**src/hart_ctrl_defines.svh**
```systemverilog
// Offsets, field positions, reset values and timing counts of the HART mode controller
// Assumes inclusion by bare name from the files that use its macros
`ifndef HART_CTRL_DEFINES_SVH
`define HART_CTRL_DEFINES_SVH

`define REG_CTRL        4'h0
`define REG_IS_ADDR     4'h1
`define REG_FD_ADDR     4'h2
`define REG_SLAVE_VALUE 4'h3
`define REG_STATUS      4'h4
`define REG_MASK        4'h5
`define REG_STATE       4'h6

`define CTRL_MODE_LSB   0
`define CTRL_MODE_MSB   1

`define ST_NEW_DEV      0
`define ST_ADDR_ALARM   1
`define ST_SLAVE_HIT    2
`define ST_CYCLE_DONE   3

`define IS_ADDR_RST     4'hf
`define FD_ADDR_RST     4'h0
`define SLAVE_VAL_RST   16'h0000
`define MASK_RST        4'h0

`define CLK_MHZ         100
`define RESP_TIMEOUT_US 500
`define RESP_TIMEOUT_CYC (`RESP_TIMEOUT_US * `CLK_MHZ)

`endif

```
**src/hart_ctrl_pkg.sv**
```systemverilog
// Types of the HART mode controller
// Assumes the defines header is compiled alongside
package hart_ctrl_pkg;

  typedef enum logic [1:0] {
    MODE_CURRENT_ONLY = 2'h0,
    MODE_SLAVE        = 2'h1,
    MODE_MASTER       = 2'h2
  } fd_mode_e;

  typedef logic [3:0] poll_addr_t;

endpackage

```
**src/hart_bus_poller.sv**
```systemverilog
// One HART bus master poller: walks polling addresses 0..15 in a loop
// Assumes a modem on the same clock that gives a done pulse for each answer it receives
`timescale 1ns/100ps
`include "hart_ctrl_defines.svh"

module hart_bus_poller #(
  parameter int unsigned TIMEOUT_CYC = `RESP_TIMEOUT_CYC
) (
  // Clock and reset
  input  wire logic                      clk_in,
  input  wire logic                      rstn_in,
  // Control
  input  wire logic                      enable_in,
  // Modem side
  output logic                           tx_start_out,
  output hart_ctrl_pkg::poll_addr_t      tx_addr_out,
  input  wire logic                      rx_done_in,
  input  wire logic                      rx_ack_in,
  // Result side, held until taken; cycle start is a one-cycle pulse at each address-0 poll
  output logic                           res_valid_out,
  output logic                           res_ack_out,
  output logic                           cycle_start_out,
  input  wire logic                      res_take_in
);

  typedef enum logic [1:0] {IDLE, WAIT, HOLD} poll_state_e;

  poll_state_e state;
  logic [31:0] timer;

  always_ff @(posedge clk_in or negedge rstn_in) begin
    if (!rstn_in) begin
      state           <= IDLE;
      tx_start_out    <= 1'b0;
      tx_addr_out     <= 4'h0;
      res_valid_out   <= 1'b0;
      res_ack_out     <= 1'b0;
      cycle_start_out <= 1'b0;
      timer           <= 32'h0;
    end else begin
      tx_start_out    <= 1'b0;
      cycle_start_out <= 1'b0;
      unique case (state)
        IDLE: begin
          if (enable_in) begin
            tx_start_out    <= 1'b1;
            cycle_start_out <= (tx_addr_out == 4'h0);
            timer           <= 32'h0;
            state           <= WAIT;
          end
        end
        WAIT: begin
          // A silent address must not stall the loop, so a timeout ends the wait
          if (rx_done_in || timer == TIMEOUT_CYC - 1) begin
            res_valid_out <= 1'b1;
            res_ack_out   <= rx_done_in && rx_ack_in;
            state         <= HOLD;
          end else begin
            timer <= timer + 32'h1;
          end
        end
        HOLD: begin
          if (res_take_in) begin
            res_valid_out <= 1'b0;
            tx_addr_out   <= tx_addr_out + 4'h1;
            state         <= IDLE;
          end
        end
      endcase
    end
  end

endmodule // hart_bus_poller

```
**src/hart_dev_table.sv**
```systemverilog
// Table of found field devices: one presence bit per bus for each polling address
// Assumes one write and one read per cycle; read data come from a register
`timescale 1ns/100ps

module hart_dev_table (
  // Clock and reset
  input  wire logic       clk_in,
  input  wire logic       rstn_in,
  // Write port
  input  wire logic       wr_en_in,
  input  wire logic [3:0] wr_addr_in,
  input  wire logic [1:0] wr_data_in,
  // Read port
  input  wire logic [3:0] rd_addr_in,
  output logic      [1:0] rd_data_out
);

  logic [1:0] mem [16];

  always_ff @(posedge clk_in or negedge rstn_in) begin
    if (!rstn_in) begin
      for (int i = 0; i < 16; i++) begin
        mem[i] <= 2'h0;
      end
    end else if (wr_en_in) begin
      mem[wr_addr_in] <= wr_data_in;
    end
  end

  always_ff @(posedge clk_in or negedge rstn_in) begin
    if (!rstn_in) begin
      rd_data_out <= 2'h0;
    end else begin
      rd_data_out <= mem[rd_addr_in];
    end
  end

endmodule // hart_dev_table

```
**src/hart_dual_interface_mode_ctrl.sv**
```systemverilog
// Mode controller for the two HART interfaces: polling masters, slave address match,
// loop current selection, device table with address alarm, register port and interrupt
// Assumes HART modems on the same clock, one per bus, with pulse-level handshakes
//
// Behaviour
// - Safe side always polls as master
// - Safe side also answers as slave
// - Current-only mode: no HART, live current
// - Slave mode answers external masters on flameproof
// - Master mode polls flameproof bus too
// - Safe-side slave address register, reset 15
// - Flameproof address reset 0: HART plus live
// - Address 1..15 fixes current for multidrop
// - Both slaves report one shared value
// - Master mode slave answers on both buses
// - Master mode uses safe-side address only
// - Slave mode loops independent, duplicates allowed
// - Alarm on duplicate or zero polled address
// - Continuous scan flags newly found devices
//
// The placing of the registers and the address-and-strobe port were left to the implementer.
`timescale 1ns/100ps
`include "hart_ctrl_defines.svh"

module hart_dual_interface_mode_ctrl #(
  parameter int unsigned RESP_TIMEOUT_CYC = `RESP_TIMEOUT_CYC
) (
  // Clock and reset
  input  wire logic        clk_in,
  input  wire logic        rstn_in,
  // Register port
  input  wire logic [3:0]  reg_addr_in,
  input  wire logic [15:0] reg_wdata_in,
  input  wire logic        reg_wr_in,
  input  wire logic        reg_rd_in,
  output logic      [15:0] reg_rdata_out,
  // Interrupt
  output logic             irq_out,
  // Safe-side modem, master role
  output logic             is_tx_start_out,
  output logic      [3:0]  is_tx_addr_out,
  input  wire logic        is_rx_done_in,
  input  wire logic        is_rx_ack_in,
  // Flameproof-side modem, master role
  output logic             fd_tx_start_out,
  output logic      [3:0]  fd_tx_addr_out,
  input  wire logic        fd_rx_done_in,
  input  wire logic        fd_rx_ack_in,
  // Slave requests from both modems
  input  wire logic        is_slave_req_in,
  input  wire logic [3:0]  is_slave_addr_in,
  input  wire logic        fd_slave_req_in,
  input  wire logic [3:0]  fd_slave_addr_in,
  output logic             is_slave_reply_out,
  output logic             fd_slave_reply_out,
  output logic      [15:0] slave_value_out,
  // Flameproof analog output group
  output logic             fd_hart_en_out,
  output logic             fd_loop_live_out,
  output logic             fd_loop_fixed_out
);

  // Configuration registers
  hart_ctrl_pkg::fd_mode_e   cfg_mode;
  hart_ctrl_pkg::fd_mode_e   active_mode;
  hart_ctrl_pkg::poll_addr_t is_addr;
  hart_ctrl_pkg::poll_addr_t fd_addr;
  logic [15:0]               slave_value;
  logic [3:0]                status;
  logic [3:0]                mask;
  logic [3:0]                next_status;

  // Poller and table wiring
  logic       is_res_valid;
  logic       is_res_ack;
  logic       is_cycle_start;
  logic       fd_res_valid;
  logic       fd_res_ack;
  logic       fd_cycle_start;
  logic       is_take;
  logic       fd_take;
  logic       fd_poll_en;
  logic       tbl_wr;
  logic [3:0] tbl_wr_addr;
  logic [1:0] tbl_wr_data;
  logic [3:0] tbl_rd_addr;
  logic [1:0] tbl_rd_data;

  // Two-stage check: read entry, then compare and write back
  logic       chk_valid;
  logic       chk_bus_fd;
  logic       chk_ack;
  logic [3:0] chk_addr;
  logic       ev_new_dev;
  logic       ev_addr_alarm;
  logic       ev_slave_hit;
  logic       is_hit;
  logic       fd_hit;

  always_ff @(posedge clk_in or negedge rstn_in) begin
    if (!rstn_in) begin
      cfg_mode    <= hart_ctrl_pkg::MODE_CURRENT_ONLY;
      is_addr     <= `IS_ADDR_RST;
      fd_addr     <= `FD_ADDR_RST;
      slave_value <= `SLAVE_VAL_RST;
      mask        <= `MASK_RST;
    end else if (reg_wr_in) begin
      unique case (reg_addr_in)
        `REG_CTRL: begin
          // An unused encoding is refused and the old mode kept
          if (reg_wdata_in[`CTRL_MODE_MSB:`CTRL_MODE_LSB] != 2'h3) begin
            cfg_mode <= hart_ctrl_pkg::fd_mode_e'(reg_wdata_in[`CTRL_MODE_MSB:`CTRL_MODE_LSB]);
          end
        end
        `REG_IS_ADDR:     is_addr     <= reg_wdata_in[3:0];
        `REG_FD_ADDR:     fd_addr     <= reg_wdata_in[3:0];
        `REG_SLAVE_VALUE: slave_value <= reg_wdata_in;
        `REG_MASK:        mask        <= reg_wdata_in[3:0];
        default: begin
        end
      endcase
    end
  end

  // The running mode changes only at the start of a safe-side poll cycle,
  // so a cycle never mixes the one-bus and two-bus scan
  always_ff @(posedge clk_in or negedge rstn_in) begin
    if (!rstn_in) begin
      active_mode <= hart_ctrl_pkg::MODE_CURRENT_ONLY;
    end else if (is_cycle_start) begin
      active_mode <= cfg_mode;
    end
  end

  assign fd_poll_en = (active_mode == hart_ctrl_pkg::MODE_MASTER);

  hart_bus_poller #(
    .TIMEOUT_CYC (RESP_TIMEOUT_CYC)
  ) u_is_poller (
    .clk_in          (clk_in),
    .rstn_in         (rstn_in),
    .enable_in       (1'b1),
    .tx_start_out    (is_tx_start_out),
    .tx_addr_out     (is_tx_addr_out),
    .rx_done_in      (is_rx_done_in),
    .rx_ack_in       (is_rx_ack_in),
    .res_valid_out   (is_res_valid),
    .res_ack_out     (is_res_ack),
    .cycle_start_out (is_cycle_start),
    .res_take_in     (is_take)
  );

  hart_bus_poller #(
    .TIMEOUT_CYC (RESP_TIMEOUT_CYC)
  ) u_fd_poller (
    .clk_in          (clk_in),
    .rstn_in         (rstn_in),
    .enable_in       (fd_poll_en),
    .tx_start_out    (fd_tx_start_out),
    .tx_addr_out     (fd_tx_addr_out),
    .rx_done_in      (fd_rx_done_in),
    .rx_ack_in       (fd_rx_ack_in),
    .res_valid_out   (fd_res_valid),
    .res_ack_out     (fd_res_ack),
    .cycle_start_out (fd_cycle_start),
    .res_take_in     (fd_take)
  );

  // Safe side has priority; a result waits in its poller until taken
  assign is_take     = is_res_valid && !chk_valid;
  assign fd_take     = fd_res_valid && !is_res_valid && !chk_valid;
  assign tbl_rd_addr = is_take ? is_tx_addr_out : fd_tx_addr_out;

  always_ff @(posedge clk_in or negedge rstn_in) begin
    if (!rstn_in) begin
      chk_valid  <= 1'b0;
      chk_bus_fd <= 1'b0;
      chk_ack    <= 1'b0;
      chk_addr   <= 4'h0;
    end else begin
      chk_valid <= is_take || fd_take;
      if (is_take) begin
        chk_bus_fd <= 1'b0;
        chk_ack    <= is_res_ack;
        chk_addr   <= is_tx_addr_out;
      end else if (fd_take) begin
        chk_bus_fd <= 1'b1;
        chk_ack    <= fd_res_ack;
        chk_addr   <= fd_tx_addr_out;
      end
    end
  end

  hart_dev_table u_table (
    .clk_in      (clk_in),
    .rstn_in     (rstn_in),
    .wr_en_in    (tbl_wr),
    .wr_addr_in  (tbl_wr_addr),
    .wr_data_in  (tbl_wr_data),
    .rd_addr_in  (tbl_rd_addr),
    .rd_data_out (tbl_rd_data)
  );

  // Bit 0 marks presence on the safe bus, bit 1 on the flameproof bus
  assign tbl_wr      = chk_valid;
  assign tbl_wr_addr = chk_addr;
  assign tbl_wr_data = chk_bus_fd ? {chk_ack, tbl_rd_data[0]} : {tbl_rd_data[1], chk_ack};

  // A device that stops answering drops out, so it counts as new when it returns
  assign ev_new_dev = chk_valid && chk_ack &&
                      !(chk_bus_fd ? tbl_rd_data[1] : tbl_rd_data[0]);

  // Zero address is always an alarm; a shared address only matters while
  // both buses belong to one master, since slave mode keeps the loops apart
  assign ev_addr_alarm = chk_valid && chk_ack &&
                         ((chk_addr == 4'h0) ||
                          (fd_poll_en &&
                           (chk_bus_fd ? tbl_rd_data[0] : tbl_rd_data[1])));

  // Slave address match per bus and mode
  always_comb begin
    is_hit = is_slave_req_in && (is_slave_addr_in == is_addr);
    unique case (active_mode)
      hart_ctrl_pkg::MODE_SLAVE:  fd_hit = fd_slave_req_in && (fd_slave_addr_in == fd_addr);
      hart_ctrl_pkg::MODE_MASTER: fd_hit = fd_slave_req_in && (fd_slave_addr_in == is_addr);
      default:                    fd_hit = 1'b0;
    endcase
  end

  assign ev_slave_hit = is_hit || fd_hit;

  always_ff @(posedge clk_in or negedge rstn_in) begin
    if (!rstn_in) begin
      is_slave_reply_out <= 1'b0;
      fd_slave_reply_out <= 1'b0;
      slave_value_out    <= `SLAVE_VAL_RST;
    end else begin
      is_slave_reply_out <= is_hit;
      fd_slave_reply_out <= fd_hit;
      slave_value_out    <= slave_value;
    end
  end

  // Analog output group of the flameproof side
  always_ff @(posedge clk_in or negedge rstn_in) begin
    if (!rstn_in) begin
      fd_hart_en_out    <= 1'b0;
      fd_loop_live_out  <= 1'b1;
      fd_loop_fixed_out <= 1'b0;
    end else begin
      unique case (active_mode)
        hart_ctrl_pkg::MODE_SLAVE: begin
          fd_hart_en_out    <= 1'b1;
          fd_loop_live_out  <= (fd_addr == 4'h0);
          fd_loop_fixed_out <= (fd_addr != 4'h0);
        end
        hart_ctrl_pkg::MODE_MASTER: begin
          fd_hart_en_out    <= 1'b1;
          fd_loop_live_out  <= 1'b0;
          fd_loop_fixed_out <= 1'b1;
        end
        default: begin
          fd_hart_en_out    <= 1'b0;
          fd_loop_live_out  <= 1'b1;
          fd_loop_fixed_out <= 1'b0;
        end
      endcase
    end
  end

  // Sticky status: an event in the cycle of a clearing read survives
  always_comb begin
    next_status = status;
    if (reg_rd_in && reg_addr_in == `REG_STATUS) begin
      next_status = 4'h0;
    end
    next_status[`ST_NEW_DEV]    = next_status[`ST_NEW_DEV] | ev_new_dev;
    next_status[`ST_ADDR_ALARM] = next_status[`ST_ADDR_ALARM] | ev_addr_alarm;
    next_status[`ST_SLAVE_HIT]  = next_status[`ST_SLAVE_HIT] | ev_slave_hit;
    next_status[`ST_CYCLE_DONE] = next_status[`ST_CYCLE_DONE] | is_cycle_start;
  end

  always_ff @(posedge clk_in or negedge rstn_in) begin
    if (!rstn_in) begin
      status  <= 4'h0;
      irq_out <= 1'b0;
    end else begin
      status  <= next_status;
      irq_out <= |(next_status & mask);
    end
  end

  // Read data stand one cycle after the strobe; unmapped offsets read zero
  always_ff @(posedge clk_in or negedge rstn_in) begin
    if (!rstn_in) begin
      reg_rdata_out <= 16'h0000;
    end else if (reg_rd_in) begin
      unique case (reg_addr_in)
        `REG_CTRL:        reg_rdata_out <= {14'h0, cfg_mode};
        `REG_IS_ADDR:     reg_rdata_out <= {12'h0, is_addr};
        `REG_FD_ADDR:     reg_rdata_out <= {12'h0, fd_addr};
        `REG_SLAVE_VALUE: reg_rdata_out <= slave_value;
        `REG_STATUS:      reg_rdata_out <= {12'h0, status};
        `REG_MASK:        reg_rdata_out <= {12'h0, mask};
        `REG_STATE:       reg_rdata_out <= {10'h0, fd_poll_en, fd_cycle_start,
                                            is_res_valid, fd_res_valid, active_mode};
        default:          reg_rdata_out <= 16'h0000;
      endcase
    end else begin
      reg_rdata_out <= 16'h0000;
    end
  end

endmodule // hart_dual_interface_mode_ctrl

```
**config.mk**
```make
export PLATFORM = sky130hd
export DESIGN_NAME = hart_dual_interface_mode_ctrl
export DESIGN_NICKNAME = d
export VERILOG_FILES = /design/src/hart_ctrl_pkg.sv /design/src/hart_bus_poller.sv /design/src/hart_dev_table.sv /design/src/hart_dual_interface_mode_ctrl.sv
export VERILOG_INCLUDE_DIRS = /design/src
export SDC_FILE = /design/constraint.sdc
export NUM_CORES = 1
export LEC_CHECK = 0
export BUFFER_PORTS_ARGS = -buffer_cell sky130_fd_sc_hd__buf_2
export CAP_MARGIN = 30
export CORE_ASPECT_RATIO = 1.1
export CORE_UTILIZATION = 48
export DETAILED_ROUTE_END_ITERATION = 8
export PLACE_DENSITY_LB_ADDON = 0.08
export SYNTH_ARGS = -nofsm -noshare
export SYNTH_HDL_FRONTEND = slang
export SYNTH_SLANG_ARGS = --single-unit
```
**constraint.sdc**
```tcl
create_clock -name clk_in -period 2.4 [get_ports clk_in]
set_input_delay 0.48 -clock clk_in [delete_from_list [all_inputs] [get_ports clk_in]]
set_output_delay 0.48 -clock clk_in [all_outputs]
set_load 0.02 [all_outputs]
```
== Word-level counts from Yosys, hierarchy flattened ==
Cells that the tools add are included.
Widths: inputs -> output; s select.
Cells by class
  add/sub/neg operators: 4
  $lt $le $gt $ge: 3
  eq/ne operators: 25
  mux-type cells: 47
  bitwise logic cells: 7
  reductions and logical operators: 52
Operator list (number)
  $pmux 32 s2: 2
  $pmux 16 s7: 1
  $mux 32: 3
  $add 32x1->32 const B: 2
  $eq 32x16->1 const B: 2
  $bwmux 32: 1
  $logic_not 4->1: 5
  $reduce_and 2->1: 10
  $mux 2: 9
  $mux 1: 17
  $mux 16: 1
  $mux 4: 4
  $reduce_and 3->1: 5
  $logic_and 1x1->1: 14
  $eq 4x3->1 const B: 3
  $eq 4x4->1: 3
  $ne 2x2->1 const B: 6
  $pmux 2 s3: 2
  $ge 5x5->1 const B: 2
  $not 4->5: 2
  $pmux 1 s2: 5
  $reduce_bool 2->1: 5
  $add 4x1->4 const B: 2
  $bmux 2 s4: 1
  15 further kinds: 31
Storage, ports and cells
  register bits: 199
  logic and storage cells: 188

== Longest topological paths before layout ==
  depth after elaboration: 7
  depth in mapped cells: 9
  gate-level depth less buffers: 8

== Cells and area by module ==
A second synthesis with hierarchy kept.
Unflattened totals
  cells, all modules: 902
  area, all modules: 9939.5 um2
Modules (own cells, without submodules)
  hart_bus_poller: instances 2, cells an instance 265, area an instance 2502.4 um2
  hart_dual_interface_mode_ctrl: instances 1, cells an instance 259, area an instance 3323.2 um2
  hart_dev_table: instances 1, cells an instance 113, area an instance 1611.5 um2

== Worst setup path before layout ==
OpenSTA, ideal clock, no wires.
  path type: reg2reg
  start point: reg u_is_poller.res_valid_out
  end point: reg u_table.rd_data_out[0]
  data arrival time: 2049 ps
  setup slack: 213 ps
  stages on the path, launching flop included: 10
  path buffers: 3
  period minus slack after synthesis: 2187 ps
  cell sequence: dfrtp_1 buf_4 and2b_1 buf_6 mux2i_1 buf_6 mux4_2 nor2b_1 a211oi_1 a21oi_1
On the way
  cells in the longest elaborated chain, start to end: 6
RTL lines
  start, declared: RTL line hart_bus_poller.sv:20  | output logic res_valid_out,
  start signal, assigned: RTL line hart_bus_poller.sv:36  | res_valid_out <= 1'b0;
  start signal, assigned: RTL line hart_bus_poller.sv:55  | res_valid_out <= 1'b1;
  start signal, assigned: RTL line hart_bus_poller.sv:64  | res_valid_out <= 1'b0;
  $logic_and 1x1->1: RTL line hart_dual_interface_mode_ctrl.sv:170  | assign is_take = is_res_valid && !chk_valid;
  $mux 4: RTL line hart_dual_interface_mode_ctrl.sv:172  | assign tbl_rd_addr = is_take ? is_tx_addr_out : fd_tx_addr_out;
  $not 4->5 (not written as such): RTL line hart_dev_table.sv:34  | rd_data_out <= mem[rd_addr_in];
  $bmux 2 s4: RTL line hart_dev_table.sv:34
  $mux 2 (not written as such) (2 in a row): RTL line hart_dev_table.sv:34
  end signal, assigned: RTL line hart_dev_table.sv:34
  end, declared: RTL line hart_dev_table.sv:15  | output logic [1:0] rd_data_out
Every way passes these cells. The select of a mux whose other input is x is not followed.
A chain may end at the register's enable or synchronous reset.

== Final worst setup path ==
  start point: reg active_mode[0]
  end point: reg irq_out
RTL lines
  start, declared: RTL line hart_dual_interface_mode_ctrl.sv:65  | hart_ctrl_pkg::fd_mode_e active_mode;
  start signal, assigned: RTL line hart_dual_interface_mode_ctrl.sv:129  | active_mode <= hart_ctrl_pkg::MODE_CURRENT_ONLY;
  start signal, assigned: RTL line hart_dual_interface_mode_ctrl.sv:131  | active_mode <= cfg_mode;
  $eq 2x2->1 / $eq 2x1->1 (equally long branches): RTL line hart_dual_interface_mode_ctrl.sv:223  | unique case (active_mode)
  $pmux 1 s2 *: RTL line hart_dual_interface_mode_ctrl.sv:223
  net fd_hit: RTL line hart_dual_interface_mode_ctrl.sv:98  | logic fd_hit;
  $logic_or 1x1->1 *: RTL line hart_dual_interface_mode_ctrl.sv:230  | assign ev_slave_hit = is_hit || fd_hit;
  $or 1x1->1 *: RTL line hart_dual_interface_mode_ctrl.sv:279  | next_status[`ST_SLAVE_HIT] = next_status[`ST_SLAVE_HIT] | ev_slave_hit;
  net next_status[2]: RTL line hart_dual_interface_mode_ctrl.sv:71  | logic [3:0] next_status;
  $and 4x4->4 *: RTL line hart_dual_interface_mode_ctrl.sv:289  | irq_out <= |(next_status & mask);
  $reduce_or 4->1 *: RTL line hart_dual_interface_mode_ctrl.sv:289
  end signal, assigned: RTL line hart_dual_interface_mode_ctrl.sv:289
  end, declared: RTL line hart_dual_interface_mode_ctrl.sv:38  | output logic irq_out,
Mark *: on every way through the listed nets, which the timed path passes. The rest lies on a longest branch.

==> impl_results.md <==
- Max Cap Viol: 0
- P_leak: roughly 5.0 nW
- Synth Flop Type: dfrtp_1
- Post-place setup slack: around 0.027 ns
- F_max: about 450 MHz
- Post-synth cell types: 63
- Synth Warn #: 0
- Crit-path max FO: 7
- Final Routed Wirelength: 20,500 µm
- Cell type with the highest aggregate area in the netlist: dfrtp_1
- Mapped Cells: 891
- DR iter-0 viols: roughly 450
- Worst Tran Pin Value: 0.684 ns
- Sw Ratio: 34.9%
- Share of the synthesized area in the top cell type: between 50% and 60%
- Inserted Diodes: 0
- Syn_nets: 944
- Core Footprint: ~0.019 mm²
- Placer Congestion: about 0.83
- First-pass GRT wire length: 34,300 µm
- Remaining DRCs: 0
- Area delta synth->final: 16.3%
- Nets: around 1,000
- H-tree depth: 4
- CTS tree: yes
- Fin. Hold Viols: 0
- Crit-path cells: inv_1, ha_1, mux2i_1, xor2_1, nand3_1, nor4b_2, a211o_1, a221o_1
- Mean post-synth cell area: 10.4 µm²
- Final antenna-violating net count: 0
- Max IR drop VDD: 625 µV
- Post-synthesis sequential area ratio: between 50 and 60%
- Fill count: between 1,500 and 2,000
- Row cnt: 52
- Slew Limit Fails: 0
- Worst EP required: roughly 2.8 ns
- Pre-antenna DRT Iters: 5
- Tmin final: between 2 and 2.5 ns
- DR vias: 6,927
- Layout cell share with drive strength beyond 1: between 20% and 30%
- Clock Sink Count: approximately 200
- Number of global-route vias before repair: around 6,700
- Flop pwr share: between 40 and 50%
- Post-Route Setup TNS: 0 ns
- Worst setup SP type: register
- IO Pins: 86
- Internal: around 7.6 mW
- Logic pwr share: 30.3%
- GRT Overall Usage: between 20% and 30%
- Most frequent cells in the layout: dfrtp_1, nor2_1, buf_2
- CTS Buf Count: 17
- Clock network power share: 26.1%
- Die width: ~130 µm
- Status: finished clean
- RSZ-0062 raised after global routing: false
- Most common cell after layout, fill and taps aside: dfrtp_1
- Final setup viols: 0
- Hpwl dp: roughly 15,000 µm
- Synthesized area: 0.00928 mm²
- Final worst slack: about 0.18 ns
- DIE AREA: between 0.015 and 0.02 mm²
- Number of synthesized flops with an enable pin: 0
- Initial Util: between 40% and 50%
- Largest net degree at the start of global routing: 58
- Slowest cell delay on critical path: 0.42 ns
- Nature of the critical path endpoint: register
- Die span in y: 148 µm
- Arrival @ worst endpoint: roughly 2.6 ns
- Power per cell area: ~1100 mW/mm²
- Total grt overflow: 0
- Reg clk slew, reported paths: roughly 0.070 ns
- Final Cycle Share: 92.4%
- FFs w/ async S/R, synth: 100%
- Worst-Skew Late Latency: ~0.43 ns
- Drt wl/cell: approximately 16 µm
- DR vias/cell: 5.54
- Sw Pwr: just over 4 mW
- Slowest cell on the critical path: ha_1
- Initial antenna violation count: 0
- Yosys reg bits: approximately 200
- Clock Path Buffers: 2
- Synth area leaders: dfrtp_1, mux2_2, nor2_1
- Clk_skew: 0.00916 ns
- Hold Crit Class: input port to register
- Max-slew headroom: between 50% and 60%
- CP Class: register to register
- Port buffer count: 85
- CTS root buf: clkbuf_16
power groups by stage:
stage	Combinational, mW	Sequential (mW)	Clock (mW)
after CTS	3.56	5.05	3.09
after floorplan	2.34	5.05	0
after global placement	3.47	5.09	0
after detailed placement	3.55	5.10	0
final	3.52	5.06	3.03
after global routing	3.95	5.19	3.24
cell usage after synthesis, types with 6 or more instances:
master      n
clkbuf_1   28
nor3_1     13
nand3b_1    7
nor4_1     14
a31oi_1     6
mux2i_1    24
nand2_1    74
nor2_1     92
a211oi_1    6
buf_2       7
and3_1     29
a21oi_1    59
nand3_1    39
xnor2_1    26
dfrtp_1   194
mux2_2     33
nor2b_1    10
o21ai_0    50
ha_1       15
or3_1      13
inv_1      26
xor2_1     10
nand4_1    23
nand2b_1    8
cell type report:
| class | count | area (µm²) | area share (%) |
|---|---|---|---|
| repair buffers | 124 | 754 | 6.99 |
| clock inverters | 11 | 171 | 1.59 |
| flip-flops and latches | 199 | 4990 | 46.2 |
| multi-input cells | 627 | 4020 | 37.3 |
| well taps | 243 | 304 | 2.82 |
| inverters | 26 | 97.6 | 0.905 |
| clock buffers | 21 | 450 | 4.18 |
flip-flops by register name (all words and copies together) (netlist names), 4 cells and up:
register                 flops
u_fd_poller.tx_addr_out      4
slave_value                 16
status                       4
fd_addr                      4
chk_addr                     4
mask                         4
reg_rdata_out               16
u_is_poller.tx_addr_out      4
u_is_poller.timer           32
slave_value_out             16
u_fd_poller.timer           32
is_addr                      4
u_table.mem                 32
worst max-delay path: cells and delay by family, from the launching register on:
family,cells,cell delay [ns]
buffers and inverters,1,0.10
muxes,1,0.27
DFF,1,0.40
xor gates and xnor gates,1,0.17
and+or+nand+nor,2,0.46
AOI/OAI and AO/OA,2,0.33
adders and majority gates,1,0.42
repair_timing:
item	CTS	global route
setup buffers	0	0
endpoints found under the hold margin	35	0
resized for setup	0	1
endpoints found under the setup margin	0	1
hold buffers	1	0
worst paths after layout:
kind,from,end,slack [ns],cells after the start
max reg2reg,active_mode[0],irq_out,0.18,8
min in group asynchronous,rstn_in,u_fd_poller.timer[18],0.54,2
min reg2reg,slave_value[7],slave_value_out[7],0.39,0
max,active_mode[0],irq_out,0.18,8
min,reg_wdata_in[11],slave_value[11],0.28,2
max in group asynchronous,rstn_in,is_addr[3],1.16,3
per-layer routing:
layer	GRT usage [%]	share of wire (%)	vias up
li1	-	-	3382
met1	30.9	49	3408
met2	35.7	48	122
met3	3.05	2.7	15
met4	5.79	0.95	0
met5	0	0	-
kinds of logic after synthesis:
logic type	count (synthesis)	share of synthesized area [%]
AO/OA/AOI/OAI	169	11.2
XOR/XNOR	36	3.40
adder cells (fa/ha/maj)	15	2.02
buffers and inverters	65	2.94
flip-flops	199	53.8
multiplexers	63	8.09
AND/OR/NAND/NOR	344	18.6
through the flow:
step | power [mW] | instance area, µm² | util, % | instances | hold WS (ns)
detailed placement | 8.65 | 10100 | 54.3 | 1218 | 0.373
CTS | 11.7 | 10800 | 57.7 | 1251 | 0.269
floorplan | 7.39 | 9280 | - | 891 | 0.184
global placement | 8.56 | 10100 | 54.3 | 1218 | 0.368
finish | 11.6 | 10800 | 57.8 | 1251 | 0.282
global route | 12.4 | 10800 | 57.8 | 1251 | 0.280
(Power assumes the default switching activity.)
